<file path="src/logic/pch_pkg.sv">
// shared constants for the configuration header tail block
// Functional notes
// RQ1: rom window base writable in upper bits; bits 16 to 1 read zero.
// RQ2: rom decode only when rom enable bit and memory space enable are both set.
// RQ3: capability pointer at 34h reads fixed C0h; upper bits reserved zero.
// RQ4: max latency byte bits 31-24, read-only, loaded from eeprom at reset.
// RQ5: min grant byte bits 23-16, read-only, loaded from eeprom at reset.
// RQ6: interrupt pin byte bits 15-8 reads fixed 01h for INTA.
// RQ7: interrupt line byte bits 7-0 read/write, resets zero; firmware fills it.
// RQ8: driver storage byte at 40h bits 15-8, reset zero, survives soft reset.
// RQ9: reserved bits ignore writes and read as zero.
package pch_pkg;
  localparam logic [7:0]  OFF_ROM_BASE  = 8'h30;
  localparam logic [7:0]  OFF_CAP_PTR   = 8'h34;
  localparam logic [7:0]  OFF_INT_CFG   = 8'h3c;
  localparam logic [7:0]  OFF_DRV_SCR   = 8'h40;
  localparam int          ROM_BASE_LSB  = 17;
  localparam logic [7:0]  CAP_PTR_VAL   = 8'hc0;
  localparam logic [7:0]  INT_PIN_VAL   = 8'h01;
  localparam logic [14:0] ROM_BASE_RST  = 15'h0000;
  localparam logic [7:0]  INT_LINE_RST  = 8'h00;
  localparam logic [7:0]  DRV_BYTE_RST  = 8'h00;
  localparam int          LAT_UNIT_NS   = 250;
  localparam int          CLK_PERIOD_NS = 10;
  localparam int          LAT_UNIT_CYC  = LAT_UNIT_NS / CLK_PERIOD_NS;
endpackage

</file>
<file path="src/logic/pch_sync3.sv">
// three-stage synchroniser for a pin level
`timescale 1ns/1ps
`default_nettype none
module pch_sync3 (
  // clock and reset
  input  wire logic clk_sys,
  input  wire logic rst,
  // level in and filtered level out
  input  wire logic din,
  output logic      dout
);
  logic [2:0] sr_reg;
  logic [2:0] sr_next;
  logic       out_reg;
  logic       out_next;

  // stage 0 feeds only stage 1; stages 1 and 2 must agree before a change
  always_comb begin
    sr_next  = {sr_reg[1:0], din};
    out_next = (sr_reg[1] == sr_reg[2]) ? sr_reg[2] : out_reg;
  end

  always_ff @(posedge clk_sys or posedge rst) begin
    if (rst) begin
      sr_reg  <= 3'h0;
      out_reg <= 1'b0;
    end else begin
      sr_reg  <= sr_next;
      out_reg <= out_next;
    end
  end

  assign dout = out_reg;
endmodule
`default_nettype wire

</file>
<file path="src/logic/pch_eeload.sv">
// captures eeprom-supplied latency and grant bytes when the loader is done
`timescale 1ns/1ps
`default_nettype none
module pch_eeload (
  // clock and reset
  input  wire logic       clk_sys,
  input  wire logic       rst,
  // loader side
  input  wire logic       ee_load,
  input  wire logic [7:0] ee_max_lat,
  input  wire logic [7:0] ee_min_gnt,
  // captured values
  output logic [7:0]      max_lat,
  output logic [7:0]      min_gnt
);
  logic [7:0] lat_reg;
  logic [7:0] lat_next;
  logic [7:0] gnt_reg;
  logic [7:0] gnt_next;

  // values are caught on a clocked load strobe, never through the reset
  always_comb begin
    lat_next = lat_reg;
    gnt_next = gnt_reg;
    if (ee_load) begin
      lat_next = ee_max_lat; // RQ4
      gnt_next = ee_min_gnt; // RQ5
    end
  end

  always_ff @(posedge clk_sys or posedge rst) begin
    if (rst) begin
      lat_reg <= 8'h00;
      gnt_reg <= 8'h00;
    end else begin
      lat_reg <= lat_next;
      gnt_reg <= gnt_next;
    end
  end

  assign max_lat = lat_reg;
  assign min_gnt = gnt_reg;
endmodule
`default_nettype wire

</file>
<file path="src/logic/pch_cfg_tail.sv">
// configuration header tail registers behind an apb slave
//
// Register access over APB was left to the implementer.
`timescale 1ns/1ps
`default_nettype none
module pch_cfg_tail (
  // clock and reset
  input  wire logic        clk_sys,
  input  wire logic        rst,
  // apb slave
  input  wire logic        psel,
  input  wire logic        penable,
  input  wire logic        pwrite,
  input  wire logic [7:0]  paddr,
  input  wire logic [31:0] pwdata,
  input  wire logic [3:0]  pstrb,
  output logic [31:0]      prdata,
  output logic             pready,
  output logic             pslverr,
  // neighbouring header state and loader
  input  wire logic        mem_space_en,
  input  wire logic        soft_reset,
  input  wire logic        ee_load,
  input  wire logic [7:0]  ee_max_lat,
  input  wire logic [7:0]  ee_min_gnt,
  // rom decode
  input  wire logic [31:0] rom_addr,
  output logic             rom_hit,
  output logic [31:0]      rom_window_base,
  output logic             rom_access_enable,
  // values for neighbours
  output logic [7:0]       interrupt_line,
  output logic [7:0]       driver_storage_byte
);
  typedef enum logic [1:0] {
    PCH_IDLE   = 2'b01,
    PCH_ACCESS = 2'b10
  } pch_state_t;

  pch_state_t  st_reg;
  pch_state_t  st_next;
  logic [14:0] base_reg;
  logic [14:0] base_next;
  logic        en_reg;
  logic        en_next;
  logic [7:0]  line_reg;
  logic [7:0]  line_next;
  logic [7:0]  drv_reg;
  logic [7:0]  drv_next;
  logic [31:0] rdata_reg;
  logic [31:0] rdata_next;
  logic        ready_reg;
  logic        ready_next;
  logic        err_reg;
  logic        err_next;
  logic        hit_reg;
  logic        hit_next;
  logic        mem_en_s;
  logic [7:0]  max_latency_field;
  logic [7:0]  min_grant_field;

  // the command bit lives in another clock-free register block but may be
  // driven from outside this domain, so it is treated as a pin
  pch_sync3 u_mem_sync (
    .clk_sys (clk_sys),
    .rst     (rst),
    .din     (mem_space_en),
    .dout    (mem_en_s)
  );

  pch_eeload u_ee (
    .clk_sys    (clk_sys),
    .rst        (rst),
    .ee_load    (ee_load),
    .ee_max_lat (ee_max_lat),
    .ee_min_gnt (ee_min_gnt),
    .max_lat    (max_latency_field),
    .min_gnt    (min_grant_field)
  );

  function automatic logic known_addr(input logic [7:0] a);
    known_addr = (a == pch_pkg::OFF_ROM_BASE) || (a == pch_pkg::OFF_CAP_PTR) ||
                 (a == pch_pkg::OFF_INT_CFG) || (a == pch_pkg::OFF_DRV_SCR);
  endfunction

  function automatic logic [31:0] read_word(input logic [7:0] a);
    case (a)
      pch_pkg::OFF_ROM_BASE:
        read_word = {base_reg, 7'h00, 9'h000, en_reg}; // RQ1 RQ9
      pch_pkg::OFF_CAP_PTR:
        read_word = {24'h000000, pch_pkg::CAP_PTR_VAL}; // RQ3
      pch_pkg::OFF_INT_CFG:
        read_word = {max_latency_field, min_grant_field, // RQ4 RQ5
                     pch_pkg::INT_PIN_VAL, line_reg}; // RQ6 RQ7
      pch_pkg::OFF_DRV_SCR:
        read_word = {16'h0000, drv_reg, 8'h00}; // RQ8 RQ9
      default:
        read_word = 32'h00000000;
    endcase
  endfunction

  // one wait state: setup, access with pready low, then pready high
  always_comb begin
    st_next    = st_reg;
    base_next  = base_reg;
    en_next    = en_reg;
    line_next  = line_reg;
    drv_next   = drv_reg;
    rdata_next = rdata_reg;
    ready_next = 1'b0;
    err_next   = 1'b0;
    case (st_reg)
      PCH_IDLE: begin
        if (psel && !penable) begin
          st_next = PCH_ACCESS;
        end
      end
      PCH_ACCESS: begin
        if (ready_reg) begin
          st_next = PCH_IDLE;
        end else if (psel && penable) begin
          ready_next = 1'b1;
          err_next   = !known_addr(paddr);
          rdata_next = pwrite ? 32'h00000000 : read_word(paddr);
          if (pwrite) begin
            case (paddr)
              pch_pkg::OFF_ROM_BASE: begin
                if (pstrb[3]) begin
                  base_next[14:7] = pwdata[31:24]; // RQ1
                end
                if (pstrb[2]) begin
                  base_next[6:0] = pwdata[23:17]; // RQ1
                end
                if (pstrb[0]) begin
                  en_next = pwdata[0]; // RQ2
                end
              end
              pch_pkg::OFF_INT_CFG: begin
                if (pstrb[0]) begin
                  line_next = pwdata[7:0]; // RQ7
                end
              end
              pch_pkg::OFF_DRV_SCR: begin
                if (pstrb[1]) begin
                  drv_next = pwdata[15:8]; // RQ8
                end
              end
              default: begin
              end
            endcase
          end
        end else begin
          st_next = PCH_IDLE;
        end
      end
      default: st_next = PCH_IDLE;
    endcase
  end

  // decode is registered, so rom_hit trails rom_addr by one cycle
  always_comb begin
    hit_next = en_reg && mem_en_s && // RQ2
               (rom_addr[31:pch_pkg::ROM_BASE_LSB] == base_reg); // RQ1
  end

  always_ff @(posedge clk_sys or posedge rst) begin
    if (rst) begin
      st_reg    <= PCH_IDLE;
      base_reg  <= pch_pkg::ROM_BASE_RST;
      en_reg    <= 1'b0;
      line_reg  <= pch_pkg::INT_LINE_RST;
      drv_reg   <= pch_pkg::DRV_BYTE_RST;
      rdata_reg <= 32'h00000000;
      ready_reg <= 1'b0;
      err_reg   <= 1'b0;
      hit_reg   <= 1'b0;
    end else begin
      st_reg    <= st_next;
      base_reg  <= base_next;
      en_reg    <= en_next;
      line_reg  <= line_next;
      drv_reg   <= drv_next;
      rdata_reg <= rdata_next;
      ready_reg <= ready_next;
      err_reg   <= err_next;
      hit_reg   <= hit_next;
    end
  end

  // soft_reset is an accepted input only; nothing here clears on it
  assign prdata              = rdata_reg;
  assign pready              = ready_reg;
  assign pslverr             = err_reg;
  assign rom_hit             = hit_reg;
  assign rom_window_base     = {base_reg, 17'h00000};
  assign rom_access_enable   = en_reg;
  assign interrupt_line      = line_reg;
  assign driver_storage_byte = drv_reg;

  chk_rom_gate: assert property (@(posedge clk_sys) disable iff (rst) // RQ2
    rom_hit |-> $past(en_reg) && $past(mem_en_s))
    else $error("rom hit without both enables");

  chk_rom_low_zero: assert property ( // RQ1
    @(posedge clk_sys) disable iff (rst)
    pready && $past(paddr) == pch_pkg::OFF_ROM_BASE && !$past(pwrite)
      |-> prdata[16:1] == 16'h0000)
    else $error("rom base low bits not zero");

  chk_cap_value: assert property (@(posedge clk_sys) disable iff (rst) // RQ3
    pready && $past(paddr) == pch_pkg::OFF_CAP_PTR && !$past(pwrite)
      |-> prdata == 32'h000000c0)
    else $error("capability pointer wrong");

  chk_lat_field: assert property (@(posedge clk_sys) disable iff (rst) // RQ4
    pready && $past(paddr) == pch_pkg::OFF_INT_CFG && !$past(pwrite)
      |-> prdata[31:24] == $past(max_latency_field))
    else $error("max latency mismatch");

  chk_gnt_field: assert property (@(posedge clk_sys) disable iff (rst) // RQ5
    pready && $past(paddr) == pch_pkg::OFF_INT_CFG && !$past(pwrite)
      |-> prdata[23:16] == $past(min_grant_field))
    else $error("min grant mismatch");

  chk_int_pin: assert property (@(posedge clk_sys) disable iff (rst) // RQ6
    pready && $past(paddr) == pch_pkg::OFF_INT_CFG && !$past(pwrite)
      |-> prdata[15:8] == 8'h01)
    else $error("interrupt pin wrong");

  chk_line_write: assert property (@(posedge clk_sys) disable iff (rst) // RQ7
    psel && penable && pwrite && !pready && paddr == pch_pkg::OFF_INT_CFG
      && pstrb[0] |=> interrupt_line == $past(pwdata[7:0]))
    else $error("interrupt line not stored");

  chk_drv_keep: assert property (@(posedge clk_sys) disable iff (rst) // RQ8
    !(psel && penable && pwrite) ##1 soft_reset |-> $stable(drv_reg))
    else $error("driver byte changed without write");

  chk_drv_resv: assert property (@(posedge clk_sys) disable iff (rst) // RQ9
    pready && $past(paddr) == pch_pkg::OFF_DRV_SCR && !$past(pwrite)
      |-> prdata[31:16] == 16'h0000 && prdata[7:0] == 8'h00)
    else $error("reserved bits not zero");

  // write checks look at the access edge, while pready is still low;
  // hold checks cover every edge on which no write is presented
  chk_err_pulse: assert property ( // RQ9
    @(posedge clk_sys) disable iff (rst)
    pslverr |-> pready)
    else $error("error flag outside a reply");

  chk_err_unmapped: assert property ( // RQ9
    @(posedge clk_sys) disable iff (rst)
    pready && !known_addr($past(paddr)) |-> pslverr && prdata == 32'h0)
    else $error("unmapped access not refused");

  chk_write_quiet: assert property ( // RQ9
    @(posedge clk_sys) disable iff (rst)
    pready && $past(pwrite) |-> prdata == 32'h0)
    else $error("write reply carries data");

  chk_lat_load: assert property ( // RQ4
    @(posedge clk_sys) disable iff (rst)
    ee_load |=> max_latency_field == $past(ee_max_lat))
    else $error("max latency not loaded");

  chk_gnt_load: assert property ( // RQ5
    @(posedge clk_sys) disable iff (rst)
    ee_load |=> min_grant_field == $past(ee_min_gnt))
    else $error("min grant not loaded");

  chk_ee_hold: assert property ( // RQ4 RQ5
    @(posedge clk_sys) disable iff (rst)
    !ee_load |=> $stable(max_latency_field) && $stable(min_grant_field))
    else $error("eeprom bytes changed without load");

  chk_line_hold: assert property ( // RQ7
    @(posedge clk_sys) disable iff (rst)
    !(psel && penable && pwrite) |=> $stable(interrupt_line))
    else $error("interrupt line changed without write");

  chk_drv_write: assert property ( // RQ8
    @(posedge clk_sys) disable iff (rst)
    psel && penable && pwrite && !pready && paddr == pch_pkg::OFF_DRV_SCR
      && pstrb[1] |=> driver_storage_byte == $past(pwdata[15:8]))
    else $error("driver byte not stored");

  chk_drv_hold: assert property ( // RQ8
    @(posedge clk_sys) disable iff (rst)
    !(psel && penable && pwrite) |=> $stable(driver_storage_byte))
    else $error("driver byte moved with no write");

  chk_en_write: assert property ( // RQ2
    @(posedge clk_sys) disable iff (rst)
    psel && penable && pwrite && !pready && paddr == pch_pkg::OFF_ROM_BASE
      && pstrb[0] |=> rom_access_enable == $past(pwdata[0]))
    else $error("rom enable not stored");

  chk_base_write: assert property ( // RQ1
    @(posedge clk_sys) disable iff (rst)
    psel && penable && pwrite && !pready && paddr == pch_pkg::OFF_ROM_BASE
      && pstrb[3] |=> rom_window_base[31:24] == $past(pwdata[31:24]))
    else $error("rom base upper byte not stored");

  chk_base_hold: assert property ( // RQ1 RQ2
    @(posedge clk_sys) disable iff (rst)
    !(psel && penable && pwrite)
      |=> $stable(rom_window_base) && $stable(rom_access_enable))
    else $error("rom window changed without write");

  chk_rom_match: assert property ( // RQ1
    @(posedge clk_sys) disable iff (rst)
    rom_hit |-> $past(rom_addr[31:17]) == $past(rom_window_base[31:17]))
    else $error("rom hit outside the window");
endmodule
`default_nettype wire

</file>
<file path="config.mk">
export PLATFORM = sky130hd
export DESIGN_NAME = pch_cfg_tail
export DESIGN_NICKNAME = d
export VERILOG_FILES = /design/src/logic/pch_pkg.sv /design/src/logic/pch_sync3.sv /design/src/logic/pch_eeload.sv /design/src/logic/pch_cfg_tail.sv
export SDC_FILE = /design/constraint.sdc
export NUM_CORES = 1
export LEC_CHECK = 0
export BUFFER_PORTS_ARGS = -buffer_cell sky130_fd_sc_hd__buf_2
export CELL_PAD_IN_SITES_DETAIL_PLACEMENT = 1
export CELL_PAD_IN_SITES_GLOBAL_PLACEMENT = 1
export CORE_MARGIN = 3
export CORE_UTILIZATION = 38
export CTS_CLUSTER_DIAMETER = 80
export DETAILED_ROUTE_END_ITERATION = 8
export PLACE_DENSITY_LB_ADDON = 0.15
export SLEW_MARGIN = 20
export SYNTH_ARGS = -nofsm -noshare
export SYNTH_HDL_FRONTEND = slang
export SYNTH_SLANG_ARGS = --single-unit
</file>
<file path="constraint.sdc">
create_clock -name clk_sys -period 4.9 [get_ports clk_sys]
set_input_delay 0.245 -clock clk_sys [delete_from_list [all_inputs] [get_ports clk_sys]]
set_output_delay 0.245 -clock clk_sys [all_outputs]
set_load 0.02 [all_outputs]
</file>
==> results.yml <==
timing:
  hold_violations: 0
  worst_pin_slew_ns: 0.861
  finalCriticalPeriod_ns: 2.46
  relSlewSlack: 0.424
  timing.final.max_slew_violations: 0
  period_share: 0.502
  fin_skew_ns: 0.0134
  finalSetupTns_ns: 0
  fmax_mhz: 407
  rsz0062_at_grt: "false"
  setup-violations-final: 0
logic_synthesis:
  synth.area.mux_share: 0.148
  synth_area_sq_um: 3870
  ys_types: 38
  synth-xor-area-share: 0.0340
  synthSimpleGateAreaFrac: 0.0773
  yosysWarnings: 0
  synth_area_leaders: "dfrtp_1 (57%), mux2_2 (12%), buf_4 (3.7%)"
  synth_top_area_cell: "dfrtp_1"
  synth_flop_cell: "dfrtp_1"
  synth_compound_area_frac: 0.109
  synthAdderAreaFrac: 0.00259
  synth_top_cell_area_share: 0.569
  synth_top_family_by_area: "multiplexers"
  synth.most_common_cell: "dfrtp_1"
  syn_inst: 277
  synth-edff-count: 0
  synth_common_cells: "dfrtp_1 (88), mux2_2 (40), buf_4 (19), a22oi_1 (16), o2bb2ai_1 (16)"
  synth_seq_area_share: 0.576
  syn_area_per_cell_sq_um: 14.0
  ys_seq_elements: 89
  async_flop_share: 1.00
clocking:
  cts_buffers: 9
  clkSinkCount: 89
  cts_tree: "done"
  clkTransAtPathRegs_ns: 0.09
  clockRootBuffer: "clkbuf_8"
  worstSkewPairLatency_ns: 0.35
  postCtsSetupBuffers: 0
  clock_path_buffers: 2
  cts_max_level: 3
placed_design:
  place.gp.congestion: 0.831
  port_buffers: 147
  dpl_cell_area_sq_um: 4670
  dp_cells: 546
  hpwl_microns: 7620
power:
  p_leak_nw: 2.59
  power_mw: 1.41
  peakVddDrop_v: 0.000127
  power_density_nw_per_um2: 288
outcome:
  status: "completed"
floorplan:
  die_w_microns: 107
  core-area_sq_um: 9820
  initial_utilization: 0.394
  row_count: 36
  dieArea_sq_um: 11400
  boundaryPins: 184
  die_y_microns: 107
setup_path:
  worstPathArrival_ns: 2.69
  cp-start-kind: "register"
  critPathMaxFanout: 9
  required_ns: 5.14
  crit_type: "register to register"
  cp-end-kind: "register"
global_route:
  grt_max_degree: 48
  grt_overflow: 0
  grt_use_total: 0.187
  antenna_found_initial: 0
  grt_pass1_wl_microns: 16400
  grt_pass1_vias: 3032
drt:
  drtIter0Drc: 79
  ant_nets: 0
  vias: 2837
  post_drt_wl_per_cell_microns: 18.1
  drc_errors: 0
  vias_per_cell: 5.04
  wirelength_microns: 10200
  first_pass_iters: 4
layout:
  largest_register_ffs: 32
  fin_area_sq_um: 4900
  antenna_cells: 0
  final_net_count: 526
  fin_cells: 563
  drive_above_1_share: 0.512
  area_delta_synth_final_pct: 26.7
job:
  cap_violations: 0
min_path:
  hold_class: "primary input to register"
cell families (layout without fill, tap and decap cells):
group / count (synthesis) / count (layout)
multiplexers: 48 / 48
flip-flops: 89 / 89
adder cells (fa/ha/maj): 1 / 1
AND/OR/NAND/NOR: 36 / 36
AO/OA/AOI/OAI: 52 / 52
other: 1 / 17
buffers and inverters: 35 / 172
XOR/XNOR: 15 / 15
power by group:
group / leakage (nW) / internal (mW) / switching (mW)
Sequential: 1.19 / 0.751 / 0.00866
Combinational: 1.29 / 0.0482 / 0.0624
Clock: 0.107 / 0.285 / 0.256
critical path, cell delays in order, from the launching register on:
cell,delay [ns]
dfrtp_1,0.39
nand4bb_1,0.59
or4b_1,0.98
mux2_4,0.39
routing by layer:
metal	vias up	global-route usage	routed length [microns]
li1	1293	-	-
met1	1428	0.249	4410
met2	98	0.301	4980
met3	18	0.0482	585
met4	0	0.0612	225
met5	-	0	0
final cells by class:
| class | instances | area (sq um) |
|---|---|---|
| clock inverters | 5 | 78.8 |
| inverters | 4 | 16.3 |
| flip-flops and latches | 89 | 2230 |
| fillers | 1074 | 4920 |
| clock buffers | 10 | 128 |
| multi-input cells | 169 | 1500 |
| repair buffers | 153 | 786 |
| well taps | 133 | 166 |
timing repair:
item                      CTS  global route
hold buffers                2             0
resized for setup           0             0
hold endpoints to repair   14             0
path summary, 6_finish.rpt:
kind	endpoint	slack, ns	cells after the start	startpoint
min reg2reg	u_mem_sync.sr_reg[1]$_DFF_PP0_	0.36	0	u_mem_sync.sr_reg[0]$_DFF_PP0_
min in group asynchronous	u_ee.min_gnt[4]$_DFFE_PP0P_	0.53	3	rst
max reg2reg	interrupt_line[0]$_DFFE_PP0P_	2.44	3	pready$_DFF_PP0_
max in group asynchronous	u_mem_sync.dout$_DFFE_PP0N_	3.29	4	rst
min	base_reg[11]$_DFFE_PP0P_	0.12	2	pwdata[28]
max	interrupt_line[0]$_DFFE_PP0P_	2.44	3	pready$_DFF_PP0_
metrics by stage:
stage                     worst slack [ns]  utilization  hold slack, ns
after detailed placement              2.42        0.476           0.355
after floorplan                       2.35            -           0.276
after global placement                2.48        0.476           0.337
after global routing                  2.33        0.499          0.0985
final                                 2.44        0.499           0.120
after CTS                             2.41        0.499          0.0990
cells in the final DEF, fill, tap and decap left out, drive strengths merged, types with 6 or more instances in the layout:
cell	count
a22o	13
o2bb2ai	16
dfrtp	88
buf	151
nor4	6
clkbuf	10
mux2	48
a22oi	16
conb	17
xnor2	12
(Power assumes the default switching activity.)
